$ cat config.mk
export PLATFORM = sky130hd
export DESIGN_NAME = hpi_pin_isolation
export DESIGN_NICKNAME = d
export VERILOG_FILES = /design/src/rtl/hpi_pkg.sv /design/src/rtl/hpi_sync_if.sv /design/src/rtl/hpi_sync.sv /design/src/rtl/hpi_pin_isolation.sv
export VERILOG_INCLUDE_DIRS = /design/src /design/src/rtl
export SDC_FILE = /design/constraint.sdc
export NUM_CORES = 1
export LEC_CHECK = 0
export BUFFER_PORTS_ARGS = -buffer_cell sky130_fd_sc_hd__clkbuf_2
export CORE_MARGIN = 2
export CORE_UTILIZATION = 40
export DETAILED_ROUTE_END_ITERATION = 8
export GPL_TIMING_DRIVEN = 0
export HOLD_SLACK_MARGIN = 0.03
export PLACE_DENSITY = 0.75
export SETUP_SLACK_MARGIN = 0.05
export SYNTH_ARGS = -nofsm -noshare
export SYNTH_HDL_FRONTEND = slang
export SYNTH_SLANG_ARGS = --single-unit
$ cat constraint.sdc
create_clock -name i_clk -period 2.1 [get_ports i_clk]
set_input_delay 0.42 -clock i_clk [delete_from_list [all_inputs] [get_ports i_clk]]
set_output_delay 0.42 -clock i_clk [all_outputs]
set_load 0.005 [all_outputs]
$ cat src/rtl/hpi_map.svh
`ifndef HPI_MAP_SVH
`define HPI_MAP_SVH

// pin indices within the host port pin vectors
`define HPI_PIN_READY 0
`define HPI_PIN_IRQ 1
`define HPI_PIN_DMA_REQUEST 2
`define HPI_PIN_CHIP_SELECT 3
`define HPI_PIN_REGISTER_SELECT 4
`define HPI_PIN_WRITE_STROBE 5
`define HPI_PIN_READ_STROBE 6
`define HPI_PIN_DATA_BASE 7

// widths and counts
`define HPI_DATA_WIDTH 16
`define HPI_CTRL_PINS 7
`define HPI_SYNC_STAGES 2

// reset values
`define HPI_SYNC_RESET 1'h0
`define HPI_STROBE_IDLE 1'h1

`endif

$ cat src/rtl/hpi_pkg.sv
`default_nettype none
package hpi_pkg;
	// one-hot port mode
	typedef enum logic [3:0] {
		HPI_ST_RESET_BOOT = 4'h1,
		HPI_ST_RESET_GEN = 4'h2,
		HPI_ST_RUN_BOOT = 4'h4,
		HPI_ST_RUN_GEN = 4'h8
	} hpi_mode_t;
endpackage
`default_nettype wire

$ cat src/rtl/hpi_sync_if.sv
`default_nettype none
interface hpi_sync_if;
	logic raw;
	logic sync;
	modport core (output raw, input sync);
	modport sync_end (input raw, output sync);
endinterface
`default_nettype wire

$ cat src/rtl/hpi_sync.sv
`include "hpi_map.svh"
`default_nettype none
module hpi_sync (
	// clock and reset
	input wire logic i_clk,
	input wire logic i_reset,
	// level to synchronise
	hpi_sync_if.sync_end sif
);
	logic [`HPI_SYNC_STAGES-1:0] stage_reg;

	// ----------------------------------------
	// two-stage level synchroniser
	// ----------------------------------------
	always_ff @(posedge i_clk) begin
		if (i_reset) begin
			stage_reg <= {`HPI_SYNC_STAGES{`HPI_SYNC_RESET}};
		end else begin
			stage_reg <= {stage_reg[`HPI_SYNC_STAGES-2:0], sif.raw};
		end
	end

	assign sif.sync = stage_reg[`HPI_SYNC_STAGES-1];
endmodule
`default_nettype wire

$ cat src/rtl/hpi_pin_isolation.sv
// Contract
// - enable low with isolation role: all host pins float, inputs disabled.
// - reset with boot high: ready driven low, all else off.
// - after boot release with enable low: every host buffer stays off.
// - boot run with enable high: sequence outputs, inputs on, data direction from strobes.
// - reset with boot low: all pins general inputs, enable level ignored.
// - after non-boot release: all pins general inputs until functions are reassigned.
// - pin function selector can give the shared pin its isolation enable role.
// - pin function selector gives each pin its host role individually.
// - both roles selected: buffers gated by isolation enable level.
// - host role without isolation role: buffers held off; software must avoid.
`include "hpi_map.svh"
`default_nettype none
module hpi_pin_isolation #(
	parameter int DATA_W = `HPI_DATA_WIDTH,
	parameter int NUM_PINS = `HPI_CTRL_PINS + `HPI_DATA_WIDTH
) (
	// clock and reset
	input wire logic i_clk,
	input wire logic i_reset,
	// device straps and isolation pin
	input wire logic i_external_reset_pin_n,
	input wire logic i_boot_select_input,
	input wire logic i_host_pin_isolation_enable,
	// pin function selector
	input wire logic i_pin_function_selector_isolation,
	input wire logic [NUM_PINS-1:0] i_pin_function_selector_host,
	// protocol sequence side
	input wire logic i_seq_host_ready_out,
	input wire logic i_seq_host_irq_out,
	input wire logic i_seq_host_dma_request_out,
	input wire logic [DATA_W-1:0] i_seq_host_data_bus,
	// pin levels
	input wire logic [NUM_PINS-1:0] i_pin_level,
	// pin drive
	output logic [NUM_PINS-1:0] o_pin_out,
	output logic [NUM_PINS-1:0] o_pin_oe,
	// gated inputs toward the host protocol
	output logic [NUM_PINS-1:0] o_host_in,
	output logic [NUM_PINS-1:0] o_host_in_enable,
	// general input port view
	output logic [NUM_PINS-1:0] o_general_in,
	output logic [NUM_PINS-1:0] o_general_role,
	// status
	output hpi_pkg::hpi_mode_t o_mode,
	output logic o_isolation_enable_sync,
	output logic o_host_port_active
);
	import hpi_pkg::*;

	hpi_mode_t mode_reg;
	hpi_mode_t mode_next;
	logic in_reset;
	logic boot_reset;
	logic iso_role;
	logic iso_high;
	logic data_drive;
	logic [NUM_PINS-1:0] host_role;
	logic [NUM_PINS-1:0] live;
	logic [NUM_PINS-1:0] seq_value;
	logic [NUM_PINS-1:0] out_next;
	logic [NUM_PINS-1:0] oe_next;
	logic [NUM_PINS-1:0] in_en_next;
	logic [NUM_PINS-1:0] host_in_next;
	logic [NUM_PINS-1:0] gen_in_next;
	logic [NUM_PINS-1:0] gen_role_next;
	logic [NUM_PINS-1:0] out_reg;
	logic [NUM_PINS-1:0] oe_reg;
	logic [NUM_PINS-1:0] in_en_reg;
	logic [NUM_PINS-1:0] host_in_reg;
	logic [NUM_PINS-1:0] gen_in_reg;
	logic [NUM_PINS-1:0] gen_role_reg;
	logic active_reg;

	hpi_sync_if sif ();

	// ----------------------------------------
	// enable synchroniser
	// ----------------------------------------
	assign sif.raw = i_host_pin_isolation_enable;

	hpi_sync u_sync (
		.i_clk(i_clk),
		.i_reset(i_reset),
		.sif(sif)
	);

	// ----------------------------------------
	// port mode, boot level caught in reset
	// ----------------------------------------
	always_comb begin
		mode_next = mode_reg;
		case (mode_reg)
			HPI_ST_RESET_BOOT, HPI_ST_RESET_GEN: begin
				if (!i_external_reset_pin_n) begin
					mode_next = i_boot_select_input ? HPI_ST_RESET_BOOT : HPI_ST_RESET_GEN;
				end else begin
					mode_next = i_boot_select_input ? HPI_ST_RUN_BOOT : HPI_ST_RUN_GEN;
				end
			end
			HPI_ST_RUN_BOOT, HPI_ST_RUN_GEN: begin
				if (!i_external_reset_pin_n) begin
					mode_next = i_boot_select_input ? HPI_ST_RESET_BOOT : HPI_ST_RESET_GEN;
				end
			end
			default: begin
				mode_next = HPI_ST_RESET_GEN;
			end
		endcase
	end

	always_ff @(posedge i_clk) begin
		if (i_reset) begin
			mode_reg <= HPI_ST_RESET_GEN;
		end else begin
			mode_reg <= mode_next;
		end
	end

	// ----------------------------------------
	// role selection
	// ----------------------------------------
	assign in_reset = (mode_next == HPI_ST_RESET_BOOT) || (mode_next == HPI_ST_RESET_GEN);
	assign boot_reset = (mode_next == HPI_ST_RESET_BOOT);
	// boot run forces both roles; non-boot run follows the selector
	assign iso_role = (mode_next == HPI_ST_RUN_BOOT) ||
		((mode_next == HPI_ST_RUN_GEN) && i_pin_function_selector_isolation);
	assign iso_high = iso_role && i_host_pin_isolation_enable;
	// device drives data only on a selected read
	assign data_drive = !i_pin_level[`HPI_PIN_CHIP_SELECT] && !i_pin_level[`HPI_PIN_READ_STROBE] &&
		i_pin_level[`HPI_PIN_WRITE_STROBE];

	assign seq_value[`HPI_PIN_READY] = i_seq_host_ready_out;
	assign seq_value[`HPI_PIN_IRQ] = i_seq_host_irq_out;
	assign seq_value[`HPI_PIN_DMA_REQUEST] = i_seq_host_dma_request_out;
	assign seq_value[`HPI_PIN_DATA_BASE-1:`HPI_PIN_CHIP_SELECT] = '0;
	assign seq_value[NUM_PINS-1:`HPI_PIN_DATA_BASE] = i_seq_host_data_bus;

	// ----------------------------------------
	// per-pin buffer control
	// ----------------------------------------
	genvar p;
	generate
		for (p = 0; p < NUM_PINS; p++) begin : g_pin
			assign host_role[p] = boot_reset || (mode_next == HPI_ST_RUN_BOOT) ||
				((mode_next == HPI_ST_RUN_GEN) && i_pin_function_selector_host[p]);
			// both roles and enable high; isolation role absent keeps all off
			assign live[p] = !in_reset && host_role[p] && iso_high;

			always_comb begin
				out_next[p] = 1'h0;
				oe_next[p] = 1'h0;
				in_en_next[p] = 1'h0;
				host_in_next[p] = (p < `HPI_PIN_DATA_BASE) ? `HPI_STROBE_IDLE : 1'h0;
				gen_role_next[p] = !host_role[p];
				gen_in_next[p] = host_role[p] ? 1'h0 : i_pin_level[p];
				if (boot_reset) begin
					// ready low, everything else off
					if (p == `HPI_PIN_READY) begin
						oe_next[p] = 1'h1;
					end
				end else if (live[p]) begin
					if (p < `HPI_PIN_CHIP_SELECT) begin
						oe_next[p] = 1'h1;
						out_next[p] = seq_value[p];
					end else if (p >= `HPI_PIN_DATA_BASE) begin
						oe_next[p] = data_drive;
						out_next[p] = seq_value[p];
						in_en_next[p] = !data_drive;
						host_in_next[p] = data_drive ? 1'h0 : i_pin_level[p];
					end else begin
						in_en_next[p] = 1'h1;
						host_in_next[p] = i_pin_level[p];
					end
				end
			end
		end
	endgenerate

	// ----------------------------------------
	// registered pin outputs
	// ----------------------------------------
	always_ff @(posedge i_clk) begin
		if (i_reset) begin
			out_reg <= '0;
			oe_reg <= '0;
		end else begin
			out_reg <= out_next;
			oe_reg <= oe_next;
		end
	end

	always_ff @(posedge i_clk) begin
		if (i_reset) begin
			in_en_reg <= '0;
			host_in_reg <= {{DATA_W{1'h0}}, {`HPI_CTRL_PINS{`HPI_STROBE_IDLE}}};
		end else begin
			in_en_reg <= in_en_next;
			host_in_reg <= host_in_next;
		end
	end

	always_ff @(posedge i_clk) begin
		if (i_reset) begin
			gen_in_reg <= '0;
			gen_role_reg <= '1;
		end else begin
			gen_in_reg <= gen_in_next;
			gen_role_reg <= gen_role_next;
		end
	end

	// ----------------------------------------
	// sequenced status uses the synchronised enable
	// ----------------------------------------
	always_ff @(posedge i_clk) begin
		if (i_reset) begin
			active_reg <= 1'h0;
		end else begin
			active_reg <= !in_reset && iso_role && sif.sync;
		end
	end

	assign o_pin_out = out_reg;
	assign o_pin_oe = oe_reg;
	assign o_host_in = host_in_reg;
	assign o_host_in_enable = in_en_reg;
	assign o_general_in = gen_in_reg;
	assign o_general_role = gen_role_reg;
	assign o_mode = mode_reg;
	assign o_isolation_enable_sync = sif.sync;
	assign o_host_port_active = active_reg;
endmodule
`default_nettype wire

Yosys cells after proc, flatten, opt, wreduce, memory -nomap -nowiden
Index checks and enable logic that the tools add are counted.
{"block": "word_totals", "regBits": 145, "latchBits": 0, "ram_bits": 0, "romBits": 0, "in_bits": 71, "n_memories": 0}
{"block": "classes", "addsub": 0, "n_mul": 0, "div_mod_pow": 0, "n_lt_le_gt_ge": 0, "eq_ne": 8, "shift": 0, "mux": 13, "bitwise_logic": 23, "n_reduce_logical": 193}
{"op": "logical AND 1 bit", "n": 75}
{"op": "OR reduction 3 bit", "n": 23}
{"op": "OR reduction 4 bit", "n": 16}
{"op": "OR reduction 2 bit", "n": 26}
{"op": "zero test 1 bit", "n": 27}
{"op": "logical OR 1 bit", "n": 26}
{"op": "NOT 1 bit", "n": 23}
{"op": "2-to-1 mux 4 bit", "n": 3}
{"op": "== test 4 x 1 -> 1 bit, second input constant", "n": 2}
{"op": "== test 4 x 2 -> 1 bit, second input constant", "n": 2}
{"op": "== test 4 x 3 -> 1 bit, second input constant", "n": 2}
{"op": "== test 4 bit, second input constant", "n": 2}
{"op": "2-to-1 mux 1 bit", "n": 8}
{"op": "case mux 4 bit (2 select lines)", "n": 1}
{"op": "2-to-1 mux 2 bit", "n": 1}

Longest topological paths before layout
Gate-level depths: netlist (run 1).
{"block": "depth", "ltp_word": 10, "ltp_mapped": 8, "mapped_depth_nobuf": 5}

Modules after synthesis
From an unflattened synthesis (run 1), not the netlist that was laid out.
{"block": "unflattened", "hier_cells": 359, "area_unflattened_um2": 4136.5}
{"mod": "hpi_pin_isolation", "n_inst": 1, "cells_each": 355, "area_each_um2": 4083.9}
{"mod": "hpi_sync", "n_inst": 1, "cells_each": 4, "area_each_um2": 52.6}

Worst setup path after synthesis (run 1)
No wires, ideal clock.
{"block": "synth_path", "kind": "register to register", "startpoint": "register mode_reg[2] (netlist: o_mode[2])", "endpoint": "register host_in_reg[10] (netlist: o_host_in[10])", "setup_time_ps": 116, "arrival_time_ps": 1960, "required_ps": 1984, "path_slack_ps": 25, "path_stages_with_launch": 8, "period_less_slack_ps": 2075, "path_cell_list": "dfxtp_1 buf_6 or4b_1 o311a_1 or3b_4 nor3b_4 buf_6 and3_1"}
{"block": "synth_via", "elab_chain_cells": 10, "word_cells_on_any_way": 24, "classes_between": "eq/ne (8); mux (2); bitwise (1); reduce/logical (13)"}
{"element": "from (decl)", "line": "hpi_pin_isolation.sv:51", "source": "hpi_mode_t mode_reg;"}
{"element": "from (signal assigned)", "line": "hpi_pin_isolation.sv:116", "source": "mode_reg <= mode_next;"}
{"element": "== test 4 x 3 -> 1 bit, or another cell as far along", "line": "hpi_pin_isolation.sv:93", "source": "case (mode_reg)"}
{"element": "OR reduction 2 bit", "line": "hpi_pin_isolation.sv:93"}
{"element": "case mux 4 bit (2 select lines) (*)", "line": "hpi_pin_isolation.sv:93"}
{"element": "== test 4 x 1 -> 1 bit, or another cell as far along", "line": "hpi_pin_isolation.sv:123, hpi_pin_isolation.sv:124"}
{"element": "logical OR 1 bit, or another cell as far along", "line": "hpi_pin_isolation.sv:123", "source": "assign in_reset = (mode_next == HPI_ST_RESET_BOOT) || (mode_next == HPI_ST_RESET_GEN);"}
{"element": "zero test 1 bit, or another cell as far along", "line": "hpi_pin_isolation.sv:148", "source": "assign live[p] = !in_reset && host_role[p] && iso_high;"}
{"element": "logical AND 1 bit, on equally long branches", "line": "hpi_pin_isolation.sv:148, hpi_pin_isolation.sv:128"}
{"element": "logical AND 1 bit", "line": "hpi_pin_isolation.sv:148"}
{"element": "NOT 1 bit (no source line)"}
{"element": "OR reduction 4 bit (no source line) (*)"}
{"element": "to (signal assigned)", "line": "hpi_pin_isolation.sv:196", "source": "host_in_reg <= {{DATA_W{1'h0}}, {`HPI_CTRL_PINS{`HPI_STROBE_IDLE}}};"}
{"element": "to (signal assigned)", "line": "hpi_pin_isolation.sv:199", "source": "host_in_reg <= host_in_next;"}
{"element": "to (decl)", "line": "hpi_pin_isolation.sv:70", "source": "logic [NUM_PINS-1:0] host_in_reg;"}
Mark *: on every way between the ends. The rest lies on a longest branch, timed or not.
A chain may end at the register's enable or synchronous reset.

Final worst setup path (run 1)
{"block": "layout_path", "startpoint": "register mode_reg[3] (netlist: o_mode[3])", "endpoint": "register host_in_reg[20] (netlist: o_host_in[20])"}
The elaborated chain is that of the path after synthesis.

==> results.cfg, run 1 <==
[power_and_ir_drop]
combPwrFrac_pct = 12.6
p_clk_share_pct = 45.8
p_leak_nw = 3.163
p_int_mw = 4.791
p_switching_mw = 1.574
finalPower_mw = 6.366
irDropWorstVdd_mv = 0.4744
netSwitchingFraction_pct = 24.73
power.density_mw_per_mm2 = 999.3
seqPwrFrac_pct = 41.6

[min_path]
min_to = u_sync.stage_reg[0]
min_from = i_reset
hold-path-cell-count = 2
worstHoldPathType = primary input to flop

[synth]
synth_warnings = 0
synth_cell_type_count = 38
synth-xor-area-share_pct = 0.2119
synth_top_family_by_area = simple AND/OR/NAND/NOR gates
synthMuxAreaShare_pct = 0
avgSynthCellArea_sq_um = 10.71
ys_ff_latch = 131
synthFlopType = dfxtp_1
synth_fa_ha_area_share_pct = 0
synth_compound_area_share_pct = 6.628
synthArstFlopShare_pct = 0
synth-simple-area-share_pct = 24.06
synth-edff-count = 0
synth-seq-area-share_pct = 63.44
syn_area_sq_mm = 0.004134
postSynthCellCount = 386

[detailed_routing]
wl_per_cell_microns = 15.78
finalWirelength_microns = 12320
via_per_inst = 4.672
drtPass1Iterations = 4
drc = 0
dr_total_vias = 3649
ant_nets = 0
dr.first_iter.drc_count = 142

[setup_path]
end_kind = flop
reg2regPathDepth = 7
rrSetupSlack_ps = -40
crit_arrival_ps = 2550
cp_max_fo = 6
crit_type = flop to flop
timing.rr.start = o_mode[3]
worst_ep_required_time_ps = 2510
rr_endpoint = o_host_in[20]
startpoint_type = flop

[sta]
relSlewSlack_pct = 51.64
period_minus_slack_ps = 2139
hold_violations = 0
tightest_slew_ps = 723.8
grt_setup_unrepaired = yes
drv_slew = 0
setup_ws_ps = -38.67
finClkSkew_ps = 13.76
fin_crit_sh_pct = 101.8
max_freq_mhz = 467.6
report.final.setup_viol = 24

[cts]
cts_tree = done
numCtsBuffers = 17
clock_path_buffers = 2
clk_pin_slew_ps = 60
cts_sinks = 131
clockRootBuffer = clkbuf_8
htree_levels = 4
worstSkewPairLatency_ps = 510

[place]
portBuffers = 200
dp.final_hpwl_microns = 8680
globalplace.congestion = 0.8256
placed_area_sq_mm = 0.005359

[final_layout]
final_cell_area_sq_mm = 0.006370
nNetsFinal = 703
post-route-util_pct = 62.54
final_common_cell = clkbuf_2
syn2layout_area_growth_pct = 54.09
final_cell_mix = clkbuf_2 (200), dfxtp_1 (127), nor2_1 (35)
drive_gt1_share_pct = 49.77
diodes = 0

[grt]
grt_pass1_vias = 3635
antenna_found_initial = 0
grt_max_degree = 17
track_usage_pct = 22.02
grt_pass1_wl_microns = 18800
grt_overflow = 0

[floorplanning]
die_h_microns = 105.7
coreArea_sq_mm = 0.01018
io_pins = 215
rows = 37
die_area_sq_mm = 0.01116
die_x_microns = 105.7
initial_utilization_pct = 40.59

[flow_run]
maxCapViolCount = 0

[outcome]
violations = setup timing
status = finished with violations
## Yosys cell counts (2+ instances only)
cell      count  area [sq um]
clkbuf_1      8         30.03
a21oi_1      23         115.1
o31a_1        2         17.52
a21o_1        7         52.55
inv_1         2         7.510
conb_1        2         7.510
or4b_1        3         30.03
buf_6         3         33.78
nor2b_1       3         18.77
nor2_1       35         131.4
nor3b_1      18         135.1
and2_1        3         18.77
buf_2        10         50.05
nand2_1      41         153.9
and3_1       36         225.2
nand2b_1     22         137.6
buf_4        14         105.1
dfxtp_1     131          2623
nand3b_1      2         15.01
and3_2        3         22.52
## kinds of logic after synthesis
logic type | after synthesis
DFF | 131
other | 2
buffers and inverters | 37
xor gates and xnor gates | 1
and+or+nand+nor | 176
AOI/OAI and AO/OA | 39
## per-layer routing
metal / up-vias / GRT usage [%] / share of wire [%]
li1: 1751 / - / -
met1: 1743 / 25.12 / 40
met2: 142 / 39.49 / 54
met3: 13 / 5.813 / 5.6
met4: 0 / 7.895 / 1.2
met5: - / 0 / 0
## final cells by class
| class | instances | area (sq um) |
|---|---|---|
| Buffer | 32 | 284.0 |
| Clock inverter | 15 | 178.9 |
| Inverter | 2 | 7.507 |
| Fill cell | 839 | 3815 |
| Multi-Input combinational cell | 230 | 1503 |
| Tap cell | 136 | 170.2 |
| Clock buffer | 17 | 414.1 |
| Sequential cell | 131 | 2630 |
| Timing Repair Buffer | 218 | 1182 |
## what timing repair did
action	4_1_cts	5_1_grt
endpoints found under the setup margin	94	111
setup buffers	10	5
cloned	2	1
resized for setup	47	31
hold buffers	0	0
pin swaps	12	2
## stage by stage
step           setup slack (ps)  setup TNS (ps)  hold WS (ps)  instances
2_1_floorplan             45.76               0         413.8        398
3_3_place_gp             -357.8          -15020         427.3        734
3_5_place_dp             -404.1          -18230         426.4        734
4_1_cts                  -34.47          -541.6         88.81        775
5_1_grt                  -123.7           -2684         86.69        781
6_report                 -38.67          -299.2         105.3        781
## power by group through the flow
stage	registers, mW	clock network, mW	logic [mW]
2_1_floorplan	2.71	0	0.338
3_3_place_gp	2.69	0	0.636
3_5_place_dp	2.69	0	0.652
4_1_cts	2.65	2.95	0.716
5_1_grt	2.66	3.08	0.870
6_report	2.65	2.91	0.803
## worst max path at each step
stage,start,end,slack (ps),depth (start not counted)
2_1_floorplan,o_mode[1],o_host_in[10],50,7
3_3_place_gp,i_external_reset_pin_n,o_general_in[6],-360,6
3_5_place_dp,i_external_reset_pin_n,o_general_in[4],-400,6
4_1_cts,o_mode[3],o_host_in[20],-30,7
5_1_grt,o_mode[3],o_host_in[19],-120,7
6_report,o_mode[3],o_host_in[20],-40,7
## critical path, cell delays in order (launching register included)
cell,delay [ps]
dfxtp_2,320
buf_6,120
or4b_1,500
o311a_1,130
or3b_4,420
nor3b_4,200
buf_6,180
and3_4,160
(Power assumes the default switching activity.)
==> inputs of run 2 (changes only) <==
--- a/config.mk
+++ b/config.mk
@@ -8,11 +8,11 @@
 export LEC_CHECK = 0
 export BUFFER_PORTS_ARGS = -buffer_cell sky130_fd_sc_hd__clkbuf_2
 export CORE_MARGIN = 2
-export CORE_UTILIZATION = 40
+export CORE_UTILIZATION = 44
 export DETAILED_ROUTE_END_ITERATION = 8
 export GPL_TIMING_DRIVEN = 0
 export HOLD_SLACK_MARGIN = 0.03
-export PLACE_DENSITY = 0.75
+export PLACE_DENSITY = 0.78
 export SETUP_SLACK_MARGIN = 0.05
 export SYNTH_ARGS = -nofsm -noshare
 export SYNTH_HDL_FRONTEND = slang
==> constraint.sdc (replaced) <==
create_clock -name i_clk -period 2.4 [get_ports i_clk]
set_input_delay 0.48 -clock i_clk [delete_from_list [all_inputs] [get_ports i_clk]]
set_output_delay 0.48 -clock i_clk [all_outputs]
set_load 0.005 [all_outputs]
==> results.cfg, run 2 (synthesized netlist as in run 1, its figures left out) <==
[grt]
grt_max_degree = 17
antenna_found_initial = 0
grt_overflow = 0
grt_pass1_wl_microns = 16930
grt_pass1_vias = 3391
track_usage_pct = 21.85

[setup_path]
cp_max_fo = 9
worst_ep_required_time_ps = 2800
critical_path.cell_chain = clkbuf_4 -> or4b_1 -> o311a_1 -> or3b_4 -> nor3b_4 -> buf_4 -> and3_2
cp-startpoint = o_mode[1]
rrSetupSlack_ps = 120
path_buf_inv = 2
crit_type = flop to flop
crit_family = simple AND/OR/NAND/NOR gates
startpoint_type = flop
end_kind = flop
cpMaxStageDelayCell = or4b_1
crit_arrival_ps = 2670
slowest_delay_ps = 520
timing.rr.start = o_mode[1]

[min_path]
worstHoldPathType = primary input to flop
min_from = i_reset

[detailed_routing]
drtPass1Iterations = 4
dr.first_iter.drc_count = 97
finalWirelength_microns = 11370
via_per_inst = 4.764
drc = 0
dr_total_vias = 3554
wl_per_cell_microns = 15.24
ant_nets = 0

[place]
dp.final_hpwl_microns = 8452
globalplace.congestion = 0.7981
portBuffers = 200
dp.cells = 709

[floorplanning]
die_x_microns = 100.9
coreArea_sq_mm = 0.009196
rows = 35
die_h_microns = 100.9
initial_utilization_pct = 44.95
io_pins = 215
die_area_sq_mm = 0.01019

[sta]
tns_ps = 0
tightest_slew_ps = 707.8
finClkSkew_ps = 9.979
drv_slew = 0
report.final.setup_viol = 0
period_minus_slack_ps = 2278
grt_setup_unrepaired = yes
fin_crit_sh_pct = 94.91
max_freq_mhz = 439.0
hold_violations = 0
relSlewSlack_pct = 52.81

[cts]
worstSkewPairLatency_ps = 500
clockRootBuffer = clkbuf_8
clk_pin_slew_ps = 60
cts_sinks = 131
clock_path_buffers = 2
htree_levels = 4
cts_tree = done
ctsHoldBuffers = 0
numCtsBuffers = 17

[final_layout]
regArea_sq_mm = 0.002623
diodes = 0
drive_gt1_share_pct = 43.62
final_common_cell = clkbuf_2
syn2layout_area_growth_pct = 44.98
final_cell_count_no_fill = 746
final_cell_mix = clkbuf_2 (202), dfxtp_1 (131), nand2_1 (40)
nNetsFinal = 693
multiInputGateArea_sq_mm = 0.001338
fill_cells = 743

[outcome]
status = finished clean

[power_and_ir_drop]
irDropWorstVdd_mv = 0.4565
p_leak_nw = 3.068
power.density_mw_per_mm2 = 929.6

[flow_run]
maxCapViolCount = 0
-- run 2: cell type report --
type | instances | area share (%)
flip-flops and latches | 131 | 43.76
multi-input cells | 230 | 22.32
repair buffers | 205 | 17.33
clock buffers | 18 | 6.973
plain buffers | 35 | 3.820
clock inverters | 14 | 3.361
well taps | 111 | 2.317
inverters | 2 | 0.1253
-- run 2: repair_timing --
action                     CTS  global route
gates resized for setup      1             9
buffers inserted             4             1
pin swaps                    2             1
setup endpoints to repair   37            69
-- run 2: worst paths after layout --
path	end	cells after the start
setup / recovery	o_host_in[21]	7
hold / removal	u_sync.stage_reg[0]	2
setup reg to reg	o_host_in[21]	7
hold reg to reg	u_sync.stage_reg[1]	1
-- run 2: worst reg2reg max path: cells and delay by family (launching register included) --
family                 cells  cell delay (ps)
flip-flops                 1              320
AO/OA/AOI/OAI              1              160
buffers and inverters      2              370
AND/OR/NAND/NOR            4             1330
-- run 2: power by group --
group | internal (mW) | switching, mW
clock | 1.70 | 0.980
sequential | 2.28 | 0.0313
combinational | 0.252 | 0.328
-- run 2: routing by layer --
| layer | vias up | global-route usage (%) | wire length [microns] |
|---|---|---|---|
| met5 | - | 0 | 0 |
| met4 | 0 | 8.004 | 162 |
| met3 | 15 | 5.964 | 721 |
| met2 | 157 | 37.85 | 5904 |
| met1 | 1650 | 25.92 | 4580 |
| li1 | 1732 | - | - |
-- run 2: through the flow --
step | total power [mW] | hold slack (ps) | area, sq um | setup slack [ps] | util [%]
2_1_floorplan | 2.660 | 413.8 | 4179 | 324.5 | -
5_1_grt | 5.778 | 168.4 | 5993 | 34.27 | 65.17
4_1_cts | 5.592 | 159.8 | 5973 | 91.47 | 64.95
3_5_place_dp | 2.916 | 427.0 | 5319 | -214.9 | 57.84
6_report | 5.572 | 176.2 | 5993 | 122.2 | 65.17
3_3_place_gp | 2.902 | 421.2 | 5319 | -203.0 | 57.84
